## config.mk

```make
export PLATFORM = sky130hd
export DESIGN_NAME = gsp_ctrl
export DESIGN_NICKNAME = d
export VERILOG_FILES = /design/src/core/gsp_pkg.sv /design/src/core/gsp_decode_if.sv /design/src/core/gsp_byte_decode.sv /design/src/core/gsp_ctrl.sv
export VERILOG_INCLUDE_DIRS = /design/src /design/src/core
export SDC_FILE = /design/constraint.sdc
export NUM_CORES = 1
export LEC_CHECK = 0
export ABC_AREA = 1
export BUFFER_PORTS_ARGS = -buffer_cell sky130_fd_sc_hd__buf_2
export CAP_MARGIN = 20
export CORE_ASPECT_RATIO = 0.8
export CORE_MARGIN = 4
export CORE_UTILIZATION = 50
export DETAILED_ROUTE_END_ITERATION = 8
export PLACE_DENSITY = 0.83
export SYNTH_ARGS = -nofsm -noshare
export SYNTH_HDL_FRONTEND = slang
export SYNTH_HIERARCHICAL = 1
export SYNTH_SLANG_ARGS = --single-unit
```

## constraint.sdc

```tcl
create_clock -name sys_clk_in -period 1.5 [get_ports sys_clk_in]
set_input_delay 0.15 -clock sys_clk_in [delete_from_list [all_inputs] [get_ports sys_clk_in]]
set_output_delay 0.15 -clock sys_clk_in [all_outputs]
set_load 0.05 [all_outputs]
```

## src/core/gsp_params.svh

```systemverilog
/*
  Constants for the global sector protect decode: status byte field
  positions, patterns, reset values and the sector count.
  Assumes it is included by bare name from core files only.
*/
// Functional notes
// - Unlocked, pattern 0000 in bits 5:2 clears all sector flags; lock follows bit 7.
// - Unlocked, pattern 1111 in bits 5:2 sets all sector flags; lock follows bit 7.
// - Mixed pattern in bits 5:2 leaves sector flags; lock follows bit 7 if unlocked.
// - Writing all ones while unlocked protects everything and sets lock together.
// - Pin high and locked: bit 7 clear clears lock, sector flags untouched.
// - Bit 7 set with mixed pattern while unlocked sets lock only.
// - Pin low and locked: whole write ignored, lock and sector flags unchanged, write latch still clears.
// - Pin high and locked: no global operation, lock takes written bit 7.
// - Bits 5:2 are decoded only, never stored; only bit 7 is kept.
// - Read bits 4:2 show pin state and protection summary, bit 5 reads zero; none is written data.
// - One protection flag per sector, one meaning protected.
// - Every sector flag resets to one, all sectors protected.
// - Status write runs only when the write latch was set beforehand.
`ifndef GSP_PARAMS_SVH
`define GSP_PARAMS_SVH

`define GSP_SECTORS 16
`define GSP_LOCK_BIT 7
`define GSP_PAT_HI 5
`define GSP_PAT_LO 2
`define GSP_PAT_ALL1 4'hf
`define GSP_PAT_ALL0 4'h0
`define GSP_SR_ERR_BIT 5
`define GSP_SR_WP_BIT 4
`define GSP_SR_SUM_HI 3
`define GSP_SR_SUM_LO 2
`define GSP_SR_LATCH_BIT 1
`define GSP_SR_BUSY_BIT 0
`define GSP_SUM_NONE 2'h0
`define GSP_SUM_SOME 2'h1
`define GSP_SUM_ALL 2'h3
`define GSP_SECTOR_RST 1'h1
`define GSP_LOCK_RST 1'h0
`define GSP_LATCH_RST 1'h0

`endif

```

## src/core/gsp_pkg.sv

```systemverilog
/*
  Types for the global sector protect decode.
  Assumes nothing beyond a SystemVerilog compiler.
*/
package gsp_pkg;
  typedef enum logic [2:0] {
    GSP_OP_NONE,
    GSP_OP_UNPROT,
    GSP_OP_PROT,
    GSP_OP_LOCK_ONLY,
    GSP_OP_IGNORED,
    GSP_OP_NO_LATCH
  } gsp_op_e;

  typedef enum logic {
    GSP_ST_IDLE,
    GSP_ST_APPLY
  } gsp_state_e;
endpackage

```

## src/core/gsp_decode_if.sv

```systemverilog
/*
  Carrier between the control module and its byte decoder.
  Assumes both ends sit on the same clock.
*/
`timescale 1ns/1ps
interface gsp_decode_if;
  logic [7:0] wr_byte;
  logic lock_now;
  logic wp_asserted;
  logic do_protect;
  logic do_unprotect;
  logic lock_next;
  logic ignored;

  modport ctrl (output wr_byte, output lock_now, output wp_asserted,
                input do_protect, input do_unprotect, input lock_next, input ignored);
  modport dec (input wr_byte, input lock_now, input wp_asserted,
               output do_protect, output do_unprotect, output lock_next, output ignored);
endinterface

```

## src/core/gsp_byte_decode.sv

```systemverilog
/*
  Combinational decode of a written first status byte into the global
  protect action and the next lock value.
  Assumes a synchronised pin level and the present lock value as inputs.
*/
`timescale 1ns/1ps
`include "gsp_params.svh"
module gsp_byte_decode
  import gsp_pkg::*;
(
  gsp_decode_if.dec dif
);
  // ==========================================================
  // Decode
  // ==========================================================
  logic [3:0] pattern;
  logic wr_lock;
  logic hw_locked;

  // Only bits 7 and 5:2 are looked at
  assign pattern = dif.wr_byte[`GSP_PAT_HI:`GSP_PAT_LO];
  assign wr_lock = dif.wr_byte[`GSP_LOCK_BIT];
  assign hw_locked = dif.wp_asserted & dif.lock_now;

  always_comb begin
    dif.do_protect = 1'b0;
    dif.do_unprotect = 1'b0;
    dif.lock_next = dif.lock_now;
    dif.ignored = 1'b0;
    if (hw_locked) begin
      dif.ignored = 1'b1;
    end else if (dif.lock_now) begin
      // Soft lock: registers stay frozen until this write has finished
      dif.lock_next = wr_lock;
    end else begin
      dif.lock_next = wr_lock;
      dif.do_protect = (pattern == `GSP_PAT_ALL1);
      dif.do_unprotect = (pattern == `GSP_PAT_ALL0);
    end
  end
endmodule

```

## src/core/gsp_ctrl.sv

```systemverilog
/*
  Global sector protect control: write latch, lock bit, per-sector
  protection flags and the readable first status byte.
  Assumes command framing logic on sys_clk_in delivers one-cycle strobes
  at chip-select release; the write-protect pin is asynchronous.
*/
`timescale 1ns/1ps
`include "gsp_params.svh"
module gsp_ctrl
  import gsp_pkg::*;
#(
  parameter int SECTORS = `GSP_SECTORS
) (
  input wire logic sys_clk_in,
  input wire logic rst_b_in,
  input wire logic wp_b_in,
  input wire logic wr_enable_in,
  input wire logic wr_disable_in,
  input wire logic status_wr_in,
  input wire logic [7:0] status_byte_in,
  output logic busy_out,
  output logic done_out,
  output logic [2:0] last_op_out,
  output logic protection_lock_bit_out,
  output logic write_latch_bit_out,
  output logic [SECTORS-1:0] sector_prot_out,
  output logic [7:0] status_rd_out
);
  // ==========================================================
  // Write-protect pin synchroniser
  // ==========================================================
  logic wp_b_meta_reg;
  logic wp_b_sync_reg;

  always_ff @(posedge sys_clk_in or negedge rst_b_in) begin
    if (!rst_b_in) begin
      wp_b_meta_reg <= 1'h1;
      wp_b_sync_reg <= 1'h1;
    end else begin
      wp_b_meta_reg <= wp_b_in;
      wp_b_sync_reg <= wp_b_meta_reg;
    end
  end

  // ==========================================================
  // Sequencing
  // ==========================================================
  gsp_state_e state_reg;
  logic [7:0] byte_reg;
  logic take;
  logic write_latch_bit_reg;
  logic protection_lock_bit_reg;
  logic [SECTORS-1:0] sector_prot_reg;

  // A second write during the apply cycle is dropped; framing logic
  // cannot produce two releases that close together anyway.
  assign busy_out = (state_reg == GSP_ST_APPLY);
  assign take = status_wr_in && (state_reg == GSP_ST_IDLE);

  always_ff @(posedge sys_clk_in or negedge rst_b_in) begin
    if (!rst_b_in) begin
      state_reg <= GSP_ST_IDLE;
    end else begin
      unique case (state_reg)
        GSP_ST_IDLE: begin
          if (take && write_latch_bit_reg) begin
            state_reg <= GSP_ST_APPLY;
          end
        end
        GSP_ST_APPLY: begin
          state_reg <= GSP_ST_IDLE;
        end
      endcase
    end
  end

  // Held only for the decode; never reaches the status read path
  always_ff @(posedge sys_clk_in or negedge rst_b_in) begin
    if (!rst_b_in) begin
      byte_reg <= 8'h00;
    end else if (take) begin
      byte_reg <= status_byte_in;
    end
  end

  // ==========================================================
  // Write enable latch
  // ==========================================================
  // Enable wins over a same-cycle clear so the host's request is not lost
  always_ff @(posedge sys_clk_in or negedge rst_b_in) begin
    if (!rst_b_in) begin
      write_latch_bit_reg <= `GSP_LATCH_RST;
    end else if (wr_enable_in) begin
      write_latch_bit_reg <= 1'h1;
    end else if (wr_disable_in || take) begin
      write_latch_bit_reg <= 1'h0;
    end
  end

  // ==========================================================
  // Decoder
  // ==========================================================
  gsp_decode_if dif ();

  assign dif.wr_byte = byte_reg;
  assign dif.lock_now = protection_lock_bit_reg;
  assign dif.wp_asserted = !wp_b_sync_reg;

  gsp_byte_decode u_dec (
    .dif(dif)
  );

  // ==========================================================
  // Lock bit and sector flags
  // ==========================================================
  always_ff @(posedge sys_clk_in or negedge rst_b_in) begin
    if (!rst_b_in) begin
      protection_lock_bit_reg <= `GSP_LOCK_RST;
    end else if (state_reg == GSP_ST_APPLY) begin
      protection_lock_bit_reg <= dif.lock_next;
    end
  end

  genvar gi;
  generate
    for (gi = 0; gi < SECTORS; gi++) begin : g_sector
      always_ff @(posedge sys_clk_in or negedge rst_b_in) begin
        if (!rst_b_in) begin
          sector_prot_reg[gi] <= `GSP_SECTOR_RST;
        end else if (state_reg == GSP_ST_APPLY) begin
          if (dif.do_protect) begin
            sector_prot_reg[gi] <= 1'h1;
          end else if (dif.do_unprotect) begin
            sector_prot_reg[gi] <= 1'h0;
          end
        end
      end
    end
  endgenerate

  // ==========================================================
  // Result reporting
  // ==========================================================
  gsp_op_e last_op_reg;

  always_ff @(posedge sys_clk_in or negedge rst_b_in) begin
    if (!rst_b_in) begin
      done_out <= 1'h0;
      last_op_reg <= GSP_OP_NONE;
    end else begin
      done_out <= (state_reg == GSP_ST_APPLY) || (take && !write_latch_bit_reg);
      if (take && !write_latch_bit_reg) begin
        last_op_reg <= GSP_OP_NO_LATCH;
      end else if (state_reg == GSP_ST_APPLY) begin
        if (dif.ignored) begin
          last_op_reg <= GSP_OP_IGNORED;
        end else if (dif.do_protect) begin
          last_op_reg <= GSP_OP_PROT;
        end else if (dif.do_unprotect) begin
          last_op_reg <= GSP_OP_UNPROT;
        end else begin
          last_op_reg <= GSP_OP_LOCK_ONLY;
        end
      end
    end
  end

  assign last_op_out = last_op_reg;
  assign protection_lock_bit_out = protection_lock_bit_reg;
  assign write_latch_bit_out = write_latch_bit_reg;
  assign sector_prot_out = sector_prot_reg;

  // ==========================================================
  // Status byte read image
  // ==========================================================
  logic [1:0] summary_next;

  always_comb begin
    if (&sector_prot_reg) begin
      summary_next = `GSP_SUM_ALL;
    end else if (|sector_prot_reg) begin
      summary_next = `GSP_SUM_SOME;
    end else begin
      summary_next = `GSP_SUM_NONE;
    end
  end

  // Bits 4:2 come from live state and bit 5 reads zero, never from written data
  always_ff @(posedge sys_clk_in or negedge rst_b_in) begin
    if (!rst_b_in) begin
      status_rd_out <= 8'h00;
    end else begin
      status_rd_out <= 8'h00;
      status_rd_out[`GSP_LOCK_BIT] <= protection_lock_bit_reg;
      status_rd_out[`GSP_SR_WP_BIT] <= wp_b_sync_reg;
      status_rd_out[`GSP_SR_SUM_HI:`GSP_SR_SUM_LO] <= summary_next;
      status_rd_out[`GSP_SR_LATCH_BIT] <= write_latch_bit_reg;
      status_rd_out[`GSP_SR_BUSY_BIT] <= busy_out;
    end
  end
endmodule

```

**Yosys cells after proc, flatten, opt, wreduce, memory -nomap -nowiden**

Index checks and enable logic that the tools add are counted.

- Equality and inequality tests: 1
- Multiplexer cells: 17
- Bitwise operators: 3
- Reduce and logical (&&, ||, !) cells: 13

Operators with widths:

| kind | number |
|---|---|
| two-way mux 1 bit | 10 |
| two-way mux 3 bit | 3 |
| two-way mux 2 bit | 3 |
| nonzero test 2 bit | 3 |
| equality test 4 bit (second input constant) | 1 |
| zero test 4 bit | 1 |
| AND reduction 2 bit | 2 |
| logical AND 1 bit | 3 |
| zero test 1 bit | 2 |
| logical OR 1 bit | 2 |
| inverter 1 bit | 2 |
| one-hot mux 1 bit (2 select lines) | 1 |
| AND 1 bit | 1 |

- Register bits: 24
- Input port bits: 14
- Output and inout bits: 31
- Word-level logic and storage cells: 44

**Depth between registers and ports, before layout**

- Depth in word-level cells: 8
- Depth in mapped cells: 7
- Gate-level depth less buffers: 7

**Hierarchy**

Netlist, hierarchy kept.

By module, submodules not included:

| module | instances | cells an instance | area each (um^2) | sequential area each (um^2) |
|---|---|---|---|---|
| gsp_ctrl | 1 | 96 | 1017.2 | 579.3 |
| gsp_byte_decode | 1 | 14 | 53.8 | 0.0 |

**Least setup slack after synthesis**

OpenSTA, ideal clock, no wires.

- Path type: register to register
- Start point: reg state_reg, in the netlist busy_out
- End point: reg last_op_reg[0], in the netlist last_op_out[0]
- Setup time: 123 ps
- Arrival: 1133 ps
- Setup slack: 243 ps
- Cell stages (with the launch flop): 5
- Buffers on the path: 1
- Period minus slack after synthesis: 1257 ps
- Path through: dfrtp_1 inv_2 buf_6 nand3_2 nand3_2

- Cells in the longest elaborated chain, start to end: 4

Ends and longest elaborated chain:

| item | line | source |
|---|---|---|
| start, declared | gsp_ctrl.sv:48 | `gsp_state_e state_reg;` |
| start signal, assigned | gsp_ctrl.sv:62 | `state_reg <= GSP_ST_IDLE;` |
| start signal, assigned | gsp_ctrl.sv:67 | `state_reg <= GSP_ST_APPLY;` |
| start signal, assigned | gsp_ctrl.sv:71 | `state_reg <= GSP_ST_IDLE;` |
| inverter 1 bit | gsp_ctrl.sv:58 | `assign take = status_wr_in && (state_reg == GSP_ST_IDLE);` |
| logical AND 1 bit | gsp_ctrl.sv:58 |  |
| logical AND 1 bit | gsp_ctrl.sv:152 | `if (take && !write_latch_bit_reg) begin` |
| two-way mux 3 bit / nonzero test 2 bit (equally long branches) | - |  |
| end signal, assigned | gsp_ctrl.sv:153 | `last_op_reg <= GSP_OP_NO_LATCH;` |
| end signal, assigned | gsp_ctrl.sv:156 | `last_op_reg <= GSP_OP_IGNORED;` |
| end signal, assigned | gsp_ctrl.sv:158 | `last_op_reg <= GSP_OP_PROT;` |
| end, declared | gsp_ctrl.sv:144 | `gsp_op_e last_op_reg;` |

Parallel ways exist; a longest one is shown, timed or not.
A chain may end at the register's enable or synchronous reset.

==> impl_metrics.tcl <==
set metrics [dict create \
    syn_area_per_cell_um2 9.63 \
    gr-usage-all-layers 0.140 \
    dieArea_um2 2650 \
    setup_viol 0 \
    p_comb_frac 0.432 \
    fmax_ghz 0.692 \
    place_congestion 0.773 \
    crit_chain "buf_2" \
    finalMaxSlewViolations 0 \
    cts_root_buf "clkbuf_4" \
    area_growth_pct 15.0 \
    grt_max_degree 21 \
    reg2regPathDepth 3 \
    endpoint_kind "output port" \
    cp_slowest_cell "dfstp_2" \
    crit_path_end "sector_prot_out[9]" \
    cts_resized 0 \
    min_path_type "input port to flip-flop" \
    busiest_layer "met2" \
    cts_buffers 3 \
    path_depth 1 \
    fin_skew_ps 6.86 \
    post-route-drc-count 0 \
    drive_gt1_frac 0.460 \
    reg2reg_slack_ps 370 \
    initial_utilization 0.552 \
    intPower_w 0.00105 \
    rsz0062_at_grt "true" \
    cap_violations 0 \
    final_cells 146 \
    dpl.hpwl_mm 1.27 \
    worstSetupPathType "flip-flop to output port" \
    wl_per_cell_um 11.3 \
    clkSlewWorstSetupHoldPaths_ps 110 \
    leakage_nw 0.638 \
    netlist_area_um2 943 \
    swShare 0.468 \
    rows 13 \
    hold_viol_final 0 \
    irDropWorstVdd_mv 0.961 \
    fin_util 0.635 \
    grt_pass1_wl_mm 2.70 \
    required_ps 1350 \
    crit_path_start_kind "flip-flop" \
    status "complete, no violations" \
    via_per_inst 4.41 \
    r2r-start "busy_out$_DFF_PN0_" \
    cts_buffer_depth 2 \
    r2r-end "write_latch_bit_out$_DFFE_PN0P_" \
    met2_usage 0.253 \
    power_per_cell_area_nw_per_um2 1810 \
    clock_latency_ps 310 \
    whs_ps 34.5 \
    path_delay_family "flip-flops" \
    die_y_um 46.9 \
    cp_num_buf_inv 1 \
    firstDrtPassIters 4 \
    port_buffers 39 \
    setup.worst_path.start "sector_prot_out[5]$_DFFE_PN1P_" \
    yosys_warnings 6 \
    critPathArrivalTime_ps 1290 \
    io_pins 45 \
    fillers 156 \
    critPathMaxFanout 18 \
    hp-start "wr_enable_in" \
    cts_tree "built" \
    final_nets 139 \
    placedCellCount 140 \
    drt-initial-drc-count 10 \
    post-route-min-period_ps 1440 \
    grt_pass1_vias 618 \
    antenna_found_initial 0 \
    antenna_cells 0 \
    power_w 0.00197 \
    core_area_um2 1710 \
    synthCells 98 \
    die_x_um 56.6 \
    clock-sinks 20 \
    ant_nets 0 \
    htree_levels 1 \
    layout_worst_path_cycle_share 0.963 \
    drt-total-wl_mm 1.65 \
    grt_overflow 0 \
    cpPeakStageDelay_ps 670 \
    vias 644 \
    grtUsageMet1 0.146 \
    pwr-share-seq 0.347 \
    p_clk_frac 0.221 \
    grt_util_met3 0.0467 \
    p_switching_w 0.000920 \
]
[layout by cell type (no fill, tap or decap)]
| cell | instances |
|---|---|
| a21o_1 | 1 |
| a21oi_1 | 1 |
| a21oi_2 | 1 |
| buf_2 | 39 |
| bufinv_16 | 1 |
| clkbuf_4 | 3 |
| conb_1 | 2 |
| dfrtp_1 | 17 |
| dfstp_2 | 3 |
| dlygate4sd3_1 | 2 |
| inv_1 | 9 |
| inv_2 | 2 |
| nand2_1 | 26 |
| nand2_4 | 1 |
| nand3_1 | 1 |
| nand3_2 | 7 |
| nor2_1 | 7 |
| o21ai_1 | 1 |
[how the worst min path moves through the flow]
stage | end | slack [ps] | cells past startpoint
after floorplan | busy_out$_DFF_PN0_ | -150 | 0
after global routing | write_latch_bit_out$_DFFE_PN0P_ | 20 | 2
final | write_latch_bit_out$_DFFE_PN0P_ | 30 | 2
after detailed placement | status_rd_out[0]$_DFF_PN0_ | 120 | 1
after global placement | status_rd_out[7]$_DFF_PN0_ | 100 | 1
after CTS | write_latch_bit_out$_DFFE_PN0P_ | 30 | 2
[worst reg2reg max path, stage by stage (launching register included)]
cell     delay [ps]
dfrtp_1         470
inv_2           250
nand2_4         110
a21o_1          200
[metal layers]
| layer | part of all wire | vias up | routed length (µm) |
|---|---|---|---|
| met4 | 0.027 | 0 | 45 |
| li1 | - | 327 | - |
| met5 | 0 | - | 0 |
| met1 | 0.38 | 289 | 627 |
| met3 | 0.081 | 5 | 134 |
| met2 | 0.51 | 23 | 844 |
[per-stage QoR]
step	setup slack (ps)	instance area (µm²)	TNS, ps
after CTS	42.7	1080	0
after global placement	417	1010	0
after floorplan	257	947	0
after global routing	-17.6	1080	-236
after detailed placement	386	1010	0
final	55.8	1080	0
[power by group through the flow]
stage               Clock, W  Combinational (W)  Sequential [W]
detailed placement         0           0.000852        0.000695
global route        0.000464           0.000889        0.000700
CTS                 0.000442           0.000858        0.000684
global placement           0           0.000846        0.000686
floorplan                  0           0.000610        0.000882
finish              0.000434           0.000850        0.000682
[area by class of cell]
type	count	area, µm²	share of cell area
clock buffer	3	22.5	0.0208
timing repair buffer	41	215	0.198
inverter	11	41.3	0.0381
multi-input combinational	48	244	0.225
clock inverter	1	30.0	0.0277
sequential	20	504	0.465
tap	22	27.5	0.0254
[repair_timing]
item	4_1_cts	5_1_grt
buffers inserted	0	0
hold buffers	2	0
hold endpoints to repair	18	0
setup endpoints to repair	0	16
Note: power is estimated with default switching activity, not from simulation.
